--- src/common/flag_unit_pkg.sv ---
// Package for the flag, branch, bit and shift execution unit.
// Assumes a single core clock and an APB register port on the unit.
package flag_unit_pkg;

  // Register byte offsets on the APB port
  localparam logic [7:0] OFS_COMMAND = 8'h00; // Instruction issue
  localparam logic [7:0] OFS_WORK    = 8'h04; // Working register
  localparam logic [7:0] OFS_PC      = 8'h08; // Program counter
  localparam logic [7:0] OFS_IO      = 8'h0C; // Addressed I/O register
  localparam logic [7:0] OFS_FLAGS   = 8'h10; // status_flags_register
  localparam logic [7:0] OFS_INFO    = 8'h14; // Execution state, read only

  // Command word field positions
  localparam int CMD_OP_LSB  = 0;  // Opcode, 5 bits
  localparam int CMD_BIT_LSB = 8;  // Bit or flag number, 3 bits
  localparam int CMD_K_LSB   = 16; // Signed branch offset, 7 bits

  // Info word field positions
  localparam int INFO_BUSY  = 0;
  localparam int INFO_TAKEN = 1;
  localparam int INFO_BAD   = 2;
  localparam int INFO_CYC   = 4; // Two bits: cycles of last instruction

  // Flag positions in the status byte
  localparam int FL_C = 0;
  localparam int FL_Z = 1;
  localparam int FL_N = 2;
  localparam int FL_V = 3;
  localparam int FL_S = 4;
  localparam int FL_H = 5;
  localparam int FL_T = 6;
  localparam int FL_I = 7;

  // Widths and reset values
  localparam int PC_W = 16;
  localparam int K_W  = 7;
  localparam logic [7:0]      FLAGS_RST = 8'h00;
  localparam logic [7:0]      WORK_RST  = 8'h00;
  localparam logic [7:0]      IO_RST    = 8'h00;
  localparam logic [PC_W-1:0] PC_RST    = 16'h0000;

  // Cycle counts per instruction class
  localparam logic [1:0] CYC_ONE   = 2'h1; // Single cycle / not taken
  localparam logic [1:0] CYC_TWO   = 2'h2; // Taken branch, I/O bit

  // Opcodes accepted in the command word
  typedef enum logic [4:0] {
    op_nop,
    branch_half_carry_set,
    branch_half_carry_clear,
    branch_transfer_bit_set,
    branch_transfer_bit_clear,
    branch_overflow_set,
    branch_overflow_clear,
    branch_irq_enabled,
    branch_irq_disabled,
    io_bit_set,
    io_bit_clear,
    shift_left_logical,
    shift_right_logical,
    rotate_left_carry,
    rotate_right_carry,
    shift_right_arith,
    bit_to_transfer_flag,
    transfer_flag_to_bit,
    flag_set,
    flag_clear,
    overflow_flag_on,
    signed_flag_on,
    signed_flag_off
  } op_t;

  // Shifter answer
  typedef struct packed {
    logic [7:0] value;
    logic       c;
    logic       z;
    logic       n;
    logic       v;
  } shift_res_t;

  // Whole state of the unit
  typedef struct packed {
    logic [7:0]      flags;
    logic [7:0]      work;
    logic [PC_W-1:0] pc;
    logic [7:0]      io;
    logic [1:0]      busy;
    logic            taken;
    logic            bad;
    logic [1:0]      cyc;
    logic [31:0]     rdata;
  } state_t;

endpackage

--- src/hdl/flag_branch_bit_shift_unit.sv ---
// Flag, branch, bit and shift execution unit of an 8-bit core.
// Assumes an APB master issues instructions by writing a command word;
// operands and results live in the unit's own registers.
//
// Our own choices: the APB register port and the placing of the registers.

// Summary of operation
// - Branch on half-carry set or clear
// - Branch on transfer flag set or clear
// - Branch on overflow set or clear
// - Branch on interrupt enable one or zero
// - Set or clear one I/O bit, two cycles
// - Left shift or rotate, old bit 7 to carry
// - Right shift, rotate or arithmetic, updates flags
// - Copy register bit into transfer flag
// - Write transfer flag into register bit
// - Set or clear C, N, Z, V, I singly
// - Set or clear the signed test flag
module flag_branch_bit_shift_unit
  import flag_unit_pkg::*;
(
  input  wire logic        pclk,    // Core clock
  input  wire logic        presetn, // Async reset, active low
  input  wire logic        psel,    // APB select
  input  wire logic        penable, // APB access phase
  input  wire logic        pwrite,  // APB write direction
  input  wire logic [7:0]  paddr,   // APB byte address
  input  wire logic [31:0] pwdata,  // APB write data
  output logic      [31:0] prdata,  // APB read data
  output logic             pready,  // APB ready
  output logic             pslverr, // APB error, unmapped address
  output logic             busy     // Instruction still in progress
);

  // Whole unit state and its next value
  state_t s_q;
  state_t s_d;

  // Decoded command fields from the write data
  op_t            cmd_op;    // Requested opcode
  logic [2:0]     cmd_bit;   // Bit or flag number
  logic [K_W-1:0] cmd_k;     // Signed branch offset
  shift_res_t     sh;        // Shifter answer

  // Bus phase qualifiers
  logic setup_ph;  // First cycle of a transfer
  logic access_ph; // Completing cycle of a transfer
  logic mapped;    // Address hits a register
  logic do_write;  // Write takes effect this edge
  logic issue;     // Command accepted this edge

  // Branch evaluation
  logic            is_branch;  // Opcode is a branch
  logic [2:0]      br_flag;    // Flag tested by the branch
  logic            br_want;    // Value that makes it taken
  logic            br_taken;   // Condition met
  logic [PC_W-1:0] pc_next1;   // Fall-through address
  logic [PC_W-1:0] pc_target;  // Branch target

  // Command field extraction
  always_comb begin
    cmd_op  = op_t'(pwdata[CMD_OP_LSB +: 5]);
    cmd_bit = pwdata[CMD_BIT_LSB +: 3];
    cmd_k   = pwdata[CMD_K_LSB +: K_W];
  end

  // Shifter works on the held working register; its answer is only
  // used when a shift is issued, so other opcodes may pass anything
  shift_unit u_shift (
    .op    (cmd_op),
    .value (s_q.work),
    .carry (s_q.flags[FL_C]),
    .res   (sh)
  );

  // Address decode; zero wait states, so ready is always high
  always_comb begin
    setup_ph  = psel & ~penable;
    access_ph = psel & penable;
    if (paddr == OFS_COMMAND) begin
      mapped = 1'b1;
    end else if (paddr == OFS_WORK) begin
      mapped = 1'b1;
    end else if (paddr == OFS_PC) begin
      mapped = 1'b1;
    end else if (paddr == OFS_IO) begin
      mapped = 1'b1;
    end else if (paddr == OFS_FLAGS) begin
      mapped = 1'b1;
    end else if (paddr == OFS_INFO) begin
      mapped = 1'b1;
    end else begin
      mapped = 1'b0;
    end
    do_write = access_ph & pwrite & mapped;
    // A command while busy is dropped; the master must poll busy
    // No error is flagged for it: INFO keeps the record of the
    // instruction that did run, which is what software asks about
    issue    = do_write & (paddr == OFS_COMMAND) & (s_q.busy == 2'h0);
  end

  // Branch decode: which flag and which level make it taken
  // Decoded straight from the bus word, so the outcome is ready at
  // the same edge at which the command write completes
  always_comb begin
    is_branch = 1'b1;
    br_flag   = 3'(FL_H);
    br_want   = 1'b1;
    case (cmd_op)
      branch_half_carry_set: begin
        br_flag = 3'(FL_H);
        br_want = 1'b1;
      end
      branch_half_carry_clear: begin
        br_flag = 3'(FL_H);
        br_want = 1'b0;
      end
      branch_transfer_bit_set: begin
        br_flag = 3'(FL_T);
        br_want = 1'b1;
      end
      branch_transfer_bit_clear: begin
        br_flag = 3'(FL_T);
        br_want = 1'b0;
      end
      branch_overflow_set: begin
        br_flag = 3'(FL_V);
        br_want = 1'b1;
      end
      branch_overflow_clear: begin
        br_flag = 3'(FL_V);
        br_want = 1'b0;
      end
      branch_irq_enabled: begin
        br_flag = 3'(FL_I);
        br_want = 1'b1;
      end
      branch_irq_disabled: begin
        br_flag = 3'(FL_I);
        br_want = 1'b0;
      end
      default: begin
        is_branch = 1'b0;    // Not a branch
      end
    endcase
    // Flag picked by number from the status byte
    br_taken  = is_branch & (s_q.flags[br_flag] == br_want);
    pc_next1  = s_q.pc + PC_W'(1);
    // The offset is sign-extended first; a target beyond either end
    // wraps through the 16-bit counter
    // Target is PC plus signed offset plus one
    pc_target = pc_next1 + PC_W'($signed(cmd_k));
  end

  // Next-state logic: bus writes, instruction effects, read capture
  always_comb begin
    s_d = s_q;

    // Busy counts down the cycles of the running instruction
    // Two bits are enough: no instruction here lasts above two cycles
    if (s_q.busy != 2'h0) begin
      s_d.busy = s_q.busy - 2'h1;
    end

    // Plain register writes from software
    if (do_write) begin
      if (paddr == OFS_WORK) begin
        s_d.work = pwdata[7:0];
      end else if (paddr == OFS_PC) begin
        s_d.pc = pwdata[PC_W-1:0];
      end else if (paddr == OFS_IO) begin
        s_d.io = pwdata[7:0];
      end else if (paddr == OFS_FLAGS) begin
        s_d.flags = pwdata[7:0];
      end
    end

    // A plain write and an issue never share a cycle, so the order of
    // the two blocks cannot lose an update
    // Instruction execution; every instruction is one program word
    if (issue) begin
      s_d.pc    = pc_next1;
      s_d.taken = 1'b0;
      s_d.bad   = 1'b0;
      s_d.cyc   = CYC_ONE;
      if (is_branch) begin
        // Flags left alone by every branch
        if (br_taken) begin
          s_d.pc    = pc_target;
          s_d.taken = 1'b1;
          s_d.cyc   = CYC_TWO;    // Taken costs two
        end else begin
          s_d.cyc   = CYC_ONE;    // Untaken costs one
        end
      end else begin
        case (cmd_op)
          io_bit_set: begin
            s_d.io[cmd_bit] = 1'b1;  // Other bits kept
            s_d.cyc         = CYC_TWO;
          end
          io_bit_clear: begin
            s_d.io[cmd_bit] = 1'b0;
            s_d.cyc         = CYC_TWO;
          end
          shift_left_logical,
          rotate_left_carry,
          shift_right_logical,
          rotate_right_carry,
          shift_right_arith: begin
            // Z, C, N, V from the shifter; other flags kept
            s_d.work        = sh.value;
            s_d.flags[FL_C] = sh.c;
            s_d.flags[FL_Z] = sh.z;
            s_d.flags[FL_N] = sh.n;
            s_d.flags[FL_V] = sh.v;
          end
          bit_to_transfer_flag: begin
            s_d.flags[FL_T] = s_q.work[cmd_bit];
          end
          transfer_flag_to_bit: begin
            s_d.work[cmd_bit] = s_q.flags[FL_T];
          end
          flag_set: begin
            s_d.flags[cmd_bit] = 1'b1;  // Own flag only
          end
          flag_clear: begin
            s_d.flags[cmd_bit] = 1'b0;
          end
          overflow_flag_on: begin
            s_d.flags[FL_V] = 1'b1;
          end
          signed_flag_on: begin
            s_d.flags[FL_S] = 1'b1;
          end
          signed_flag_off: begin
            s_d.flags[FL_S] = 1'b0;
          end
          op_nop: begin
            s_d.cyc = CYC_ONE;          // Only the PC moves
          end
          default: begin
            // Unknown opcode: no effect beyond marking it
            // PC stays put so software can see where the bad word sat
            s_d.pc  = s_q.pc;
            s_d.bad = 1'b1;
          end
        endcase
      end
      s_d.busy = s_d.cyc;
    end

    // Read data captured in setup so it is stable in access
    // Trade-off: a flop on prdata keeps the read path short, at the
    // price of showing state as it stood in the setup cycle
    if (setup_ph) begin
      if (paddr == OFS_WORK) begin
        s_d.rdata = {24'h000000, s_q.work};
      end else if (paddr == OFS_PC) begin
        s_d.rdata = {{(32-PC_W){1'b0}}, s_q.pc};
      end else if (paddr == OFS_IO) begin
        s_d.rdata = {24'h000000, s_q.io};
      end else if (paddr == OFS_FLAGS) begin
        s_d.rdata = {24'h000000, s_q.flags};
      end else if (paddr == OFS_INFO) begin
        s_d.rdata = '0;
        s_d.rdata[INFO_BUSY]        = (s_q.busy != 2'h0);
        s_d.rdata[INFO_TAKEN]       = s_q.taken;
        s_d.rdata[INFO_BAD]         = s_q.bad;
        s_d.rdata[INFO_CYC +: 2]    = s_q.cyc;
      end else begin
        // Command word and holes read as zero
        s_d.rdata = 32'h00000000;
      end
    end
  end

  // State register
  // Reset leaves rdata at zero, so a read straight after release
  // sees zero whatever was last captured
  always_ff @(posedge pclk or negedge presetn) begin
    if (!presetn) begin
      s_q.flags <= FLAGS_RST;
      s_q.work  <= WORK_RST;
      s_q.pc    <= PC_RST;
      s_q.io    <= IO_RST;
      s_q.busy  <= 2'h0;
      s_q.taken <= 1'b0;
      s_q.bad   <= 1'b0;
      s_q.cyc   <= 2'h0;
      s_q.rdata <= 32'h00000000;
    end else begin
      s_q <= s_d;
    end
  end

  // Outputs; pready never stalls, every access finishes in one cycle
  // pslverr is decoded from the live address, so it needs no flop
  always_comb begin
    prdata  = s_q.rdata;
    pready  = 1'b1;
    pslverr = access_ph & ~mapped;
    busy    = (s_q.busy != 2'h0);
  end

endmodule

--- src/hdl/shift_unit.sv ---
// Combinational one-bit shifter with the flag results of a shift.
// Assumes the caller only looks at the answer for the shift opcodes.
module shift_unit
  import flag_unit_pkg::*;
(
  input  wire op_t        op,    // Opcode being executed
  input  wire logic [7:0] value, // Working register before the shift
  input  wire logic       carry, // Carry flag before the shift
  output shift_res_t      res    // Shifted value and new flags
);

  // Shift datapath and flags
  always_comb begin
    res = '0;
    case (op)
      shift_left_logical: begin
        res.value = {value[6:0], 1'b0};
        res.c     = value[7];
      end
      rotate_left_carry: begin
        res.value = {value[6:0], carry};
        res.c     = value[7];
      end
      shift_right_logical: begin
        res.value = {1'b0, value[7:1]};
        res.c     = value[0];
      end
      rotate_right_carry: begin
        res.value = {carry, value[7:1]};
        res.c     = value[0];
      end
      shift_right_arith: begin
        res.value = {value[7], value[7:1]};  // Sign kept
        res.c     = value[0];
      end
      default: begin
        res.value = value;                   // Not a shift
        res.c     = carry;
      end
    endcase
    // Result flags; overflow is N xor C after the shift
    res.z = (res.value == 8'h00);
    res.n = res.value[7];
    res.v = res.value[7] ^ res.c;
  end

endmodule

--- config.mk ---
export PLATFORM = sky130hd
export DESIGN_NAME = flag_branch_bit_shift_unit
export DESIGN_NICKNAME = d
export VERILOG_FILES = /design/src/common/flag_unit_pkg.sv /design/src/hdl/flag_branch_bit_shift_unit.sv /design/src/hdl/shift_unit.sv
export SDC_FILE = /design/constraint.sdc
export NUM_CORES = 1
export LEC_CHECK = 0
export BUFFER_PORTS_ARGS = -buffer_cell sky130_fd_sc_hd__clkbuf_2
export CORE_ASPECT_RATIO = 1.75
export CORE_UTILIZATION = 43
export DETAILED_ROUTE_END_ITERATION = 8
export PLACE_DENSITY_LB_ADDON = 0.15
export REMOVE_ABC_BUFFERS = 1
export SLEW_MARGIN = 15
export SYNTH_ARGS = -nofsm -noshare
export SYNTH_HDL_FRONTEND = slang
export SYNTH_SLANG_ARGS = --single-unit
--- constraint.sdc ---
create_clock -name pclk -period 4.2 [get_ports pclk]
set_clock_uncertainty 0.2 [all_clocks]
set_input_delay 0.63 -clock pclk [delete_from_list [all_inputs] [get_ports pclk]]
set_output_delay 0.63 -clock pclk [all_outputs]
set_load 0.05 [all_outputs]
==> results.py <==
metrics = {
    "outcome": {
        "status": "finished clean",
    },
    "synthesis": {
        "mappedNetlistArea_um2": 5680,
        "synth_area_per_cell_um2": 8.07,
        "postSynthCellCount": 704,
        "synthTopCellsByArea": "dfrtp_1 27%, a21oi_1 6.3%, mux2_2 5.9%",
        "yosysTopAreaCell": "dfrtp_1",
        "async_reset_ff_share_pct": 100,
        "ys_seq_area_share_pct": 27.3,
        "yosys-top-cells-count": "71 x a21oi_1, 63 x nand2_1, 62 x dfrtp_1, 53 x nor2_1, 42 x o21ai_0",
        "synth_flop_cell": "dfrtp_1",
        "ys_seq_elements": 62,
        "synth-edff-count": 0,
        "yosysMostFrequentCell": "a21oi_1",
        "yosysUniqueCellTypes": 74,
        "yosysWarningCount": 0,
        "netlist.area_leader.share_pct": 27.3,
    },
    "power_and_ir_drop": {
        "cellLeakagePower_nw": 2.84,
        "cell_internal_pwr_w": 0.00121,
        "switching_power_w": 0.000584,
        "power.density_nw_per_um2": 284,
        "peakVddDrop_mv": 0.203,
        "switching_share_pct": 32.6,
        "combPwrFrac_pct": 20.6,
        "p_seq_share_pct": 35.7,
        "pwr-share-clk_pct": 43.8,
    },
    "die": {
        "start_util_pct": 43.9,
        "die_x_um": 88.9,
        "io_pins": 80,
        "row_count": 55,
        "die_area_um2": 13700,
        "core_um2": 12900,
        "die_y_um": 154,
    },
    "sta": {
        "fmax_ghz": 0.260,
        "period_share_pct": 91.7,
        "relSlewSlack_pct": 33.7,
        "maxSlewViolCount": 0,
        "rsz0062_at_grt": "no",
        "setup_viol": 0,
        "fin_crit_ns": 3.85,
        "timing.setup.tns_ns": 0,
        "hold_viol": 0,
        "tightest_slew_ns": 0.994,
    },
    "placed_design": {
        "dp_hpwl_mm": 14.8,
        "io_buffers": 53,
        "dpl_cell_area_um2": 6000,
        "place.gp.congestion": 0.912,
    },
    "finish": {
        "design_area_um2": 6310,
        "n_fill_cell": 1317,
        "antenna_cells": 0,
        "area_growth_pct": 11.1,
        "drive_above_1_share_pct": 18.3,
        "final_nets": 801,
    },
    "clocking": {
        "ctsHoldBuffers": 0,
        "cts_tree": "yes",
        "clkSinkCount": 62,
        "htree_levels": 3,
        "cts.path.max_buffers": 2,
        "cts_root_buffer": "clkbuf_16",
        "postCtsSetupBuffers": 0,
        "post_cts_resized": 0,
        "clk_latency_ns": 0.34,
        "cts_buffers": 9,
        "clk_pin_slew_ns": 0.06,
    },
    "global_route": {
        "grt_max_degree": 34,
        "grt_pass1_vias": 5561,
        "grt_usage_pct": 28.8,
        "grt_pass1_wl_mm": 29.4,
        "antenna_found_initial": 0,
        "grt_overflow": 0,
    },
    "detailed_routing": {
        "ant_nets": 0,
        "routedWlPerCell_um": 21.0,
        "dr_total_vias": 5587,
        "vias_per_cell": 6.11,
        "drt_wl_total_mm": 19.2,
        "drt-pass1-iter-count": 5,
        "drc_errors": 0,
        "drt_iter0_markers": 320,
    },
    "critical_path": {
        "cp-startpoint": "s_q[51]",
        "worstSetupStartpointType": "flip-flop",
        "critPathCaptureType": "flip-flop",
        "cp.arrival_ns": 3.91,
        "r2r-start": "s_q[51]",
        "required_ns": 4.26,
        "critical_path_class": "reg2reg",
        "cp_max_fo": 5,
    },
    "worst_hold_path": {
        "hold_class": "in2async",
    },
    "run": {
        "maxCapViolations": 0,
    },
}
[critical path: stages (launching register included)]
cell,delay [ns]
dfrtp_1,0.48
nand4_1,0.18
nor3_1,0.55
and3_1,0.26
xor2_1,0.22
ha_1,0.33
a21o_1,0.20
a211oi_1,0.37
o21ai_0,0.15
nor4_1,0.53
o311ai_1,0.16
o211ai_1,0.13
[state kept, by name, summed over array words and instances (netlist names)]
name and count:
prdata 16, s_q 46
[placed cells by master (no fill, tap or decap), types with 18 or more instances in the layout]
cell,n
nor2_1,53
mux2_2,30
o21ai_0,42
mux2i_1,18
nand3_1,26
nor3_1,18
a21oi_1,71
and3_1,19
dfrtp_1,62
clkbuf_2,53
buf_4,23
nand2_1,63
[cell families (layout without fill, tap and decap cells)]
group	after synthesis	in the layout	synth area share, %
adder cells (fa/ha/maj)	18	18	4.10
flip-flops	62	62	27.3
multiplexers	48	48	9.12
XOR/XNOR	27	27	4.16
AO/OA/AOI/OAI	213	213	24.0
buffers and inverters	80	104	7.60
other	2	17	0.132
AND/OR/NAND/NOR	254	254	23.5
[per-stage QoR]
stage / power (W) / setup WS, ns / hold WS (ns) / cells / util (%)
floorplan: 0.000871 / 1.17 / 0.134 / 651 / -
global placement: 0.00100 / 0.476 / 0.264 / 898 / 46.4
detailed placement: 0.00101 / 0.470 / 0.274 / 898 / 46.4
CTS: 0.00180 / 0.432 / 0.233 / 914 / 48.8
global route: 0.00186 / 0.100 / 0.282 / 914 / 48.8
finish: 0.00179 / 0.348 / 0.208 / 914 / 48.8
[routing by layer]
layer	wire (um)	vias to the layer above	track usage [%]
met5	0	-	0
met4	1080	0	16.8
met3	980	62	3.76
met2	10200	220	52.2
met1	6940	2669	30.7
li1	-	2636	-
[worst paths after layout]
path / to / slack, ns / depth (start not counted)
max: s_q[61] / 0.35 / 11
min: s_q[44] / 0.21 / 1
max reg2reg: s_q[61] / 0.35 / 11
min reg2reg: prdata[7] / 0.28 / 2
max in group asynchronous: prdata[4] / 2.79 / 2
min in group pclk: prdata[7] / 0.28 / 2
[power groups by stage]
stage / Combinational, W / Sequential [W] / Clock, W
2_1_floorplan: 0.000226 / 0.000645 / 0
3_3_place_gp: 0.000355 / 0.000649 / 0
3_5_place_dp: 0.000364 / 0.000650 / 0
4_1_cts: 0.000365 / 0.000640 / 0.000793
5_1_grt: 0.000397 / 0.000643 / 0.000821
6_report: 0.000369 / 0.000640 / 0.000785
[area by class of cell]
class	instances	area (um2)	share of cell area, %
Sequential cell	62	1550	24.6
Timing Repair Buffer	76	438	6.94
Clock buffer	10	239	3.79
Inverter	12	45.0	0.714
Tap cell	171	214	3.39
Clock inverter	6	70.1	1.11
Multi-Input combinational cell	577	3750	59.5
(Power assumes the default switching activity.)
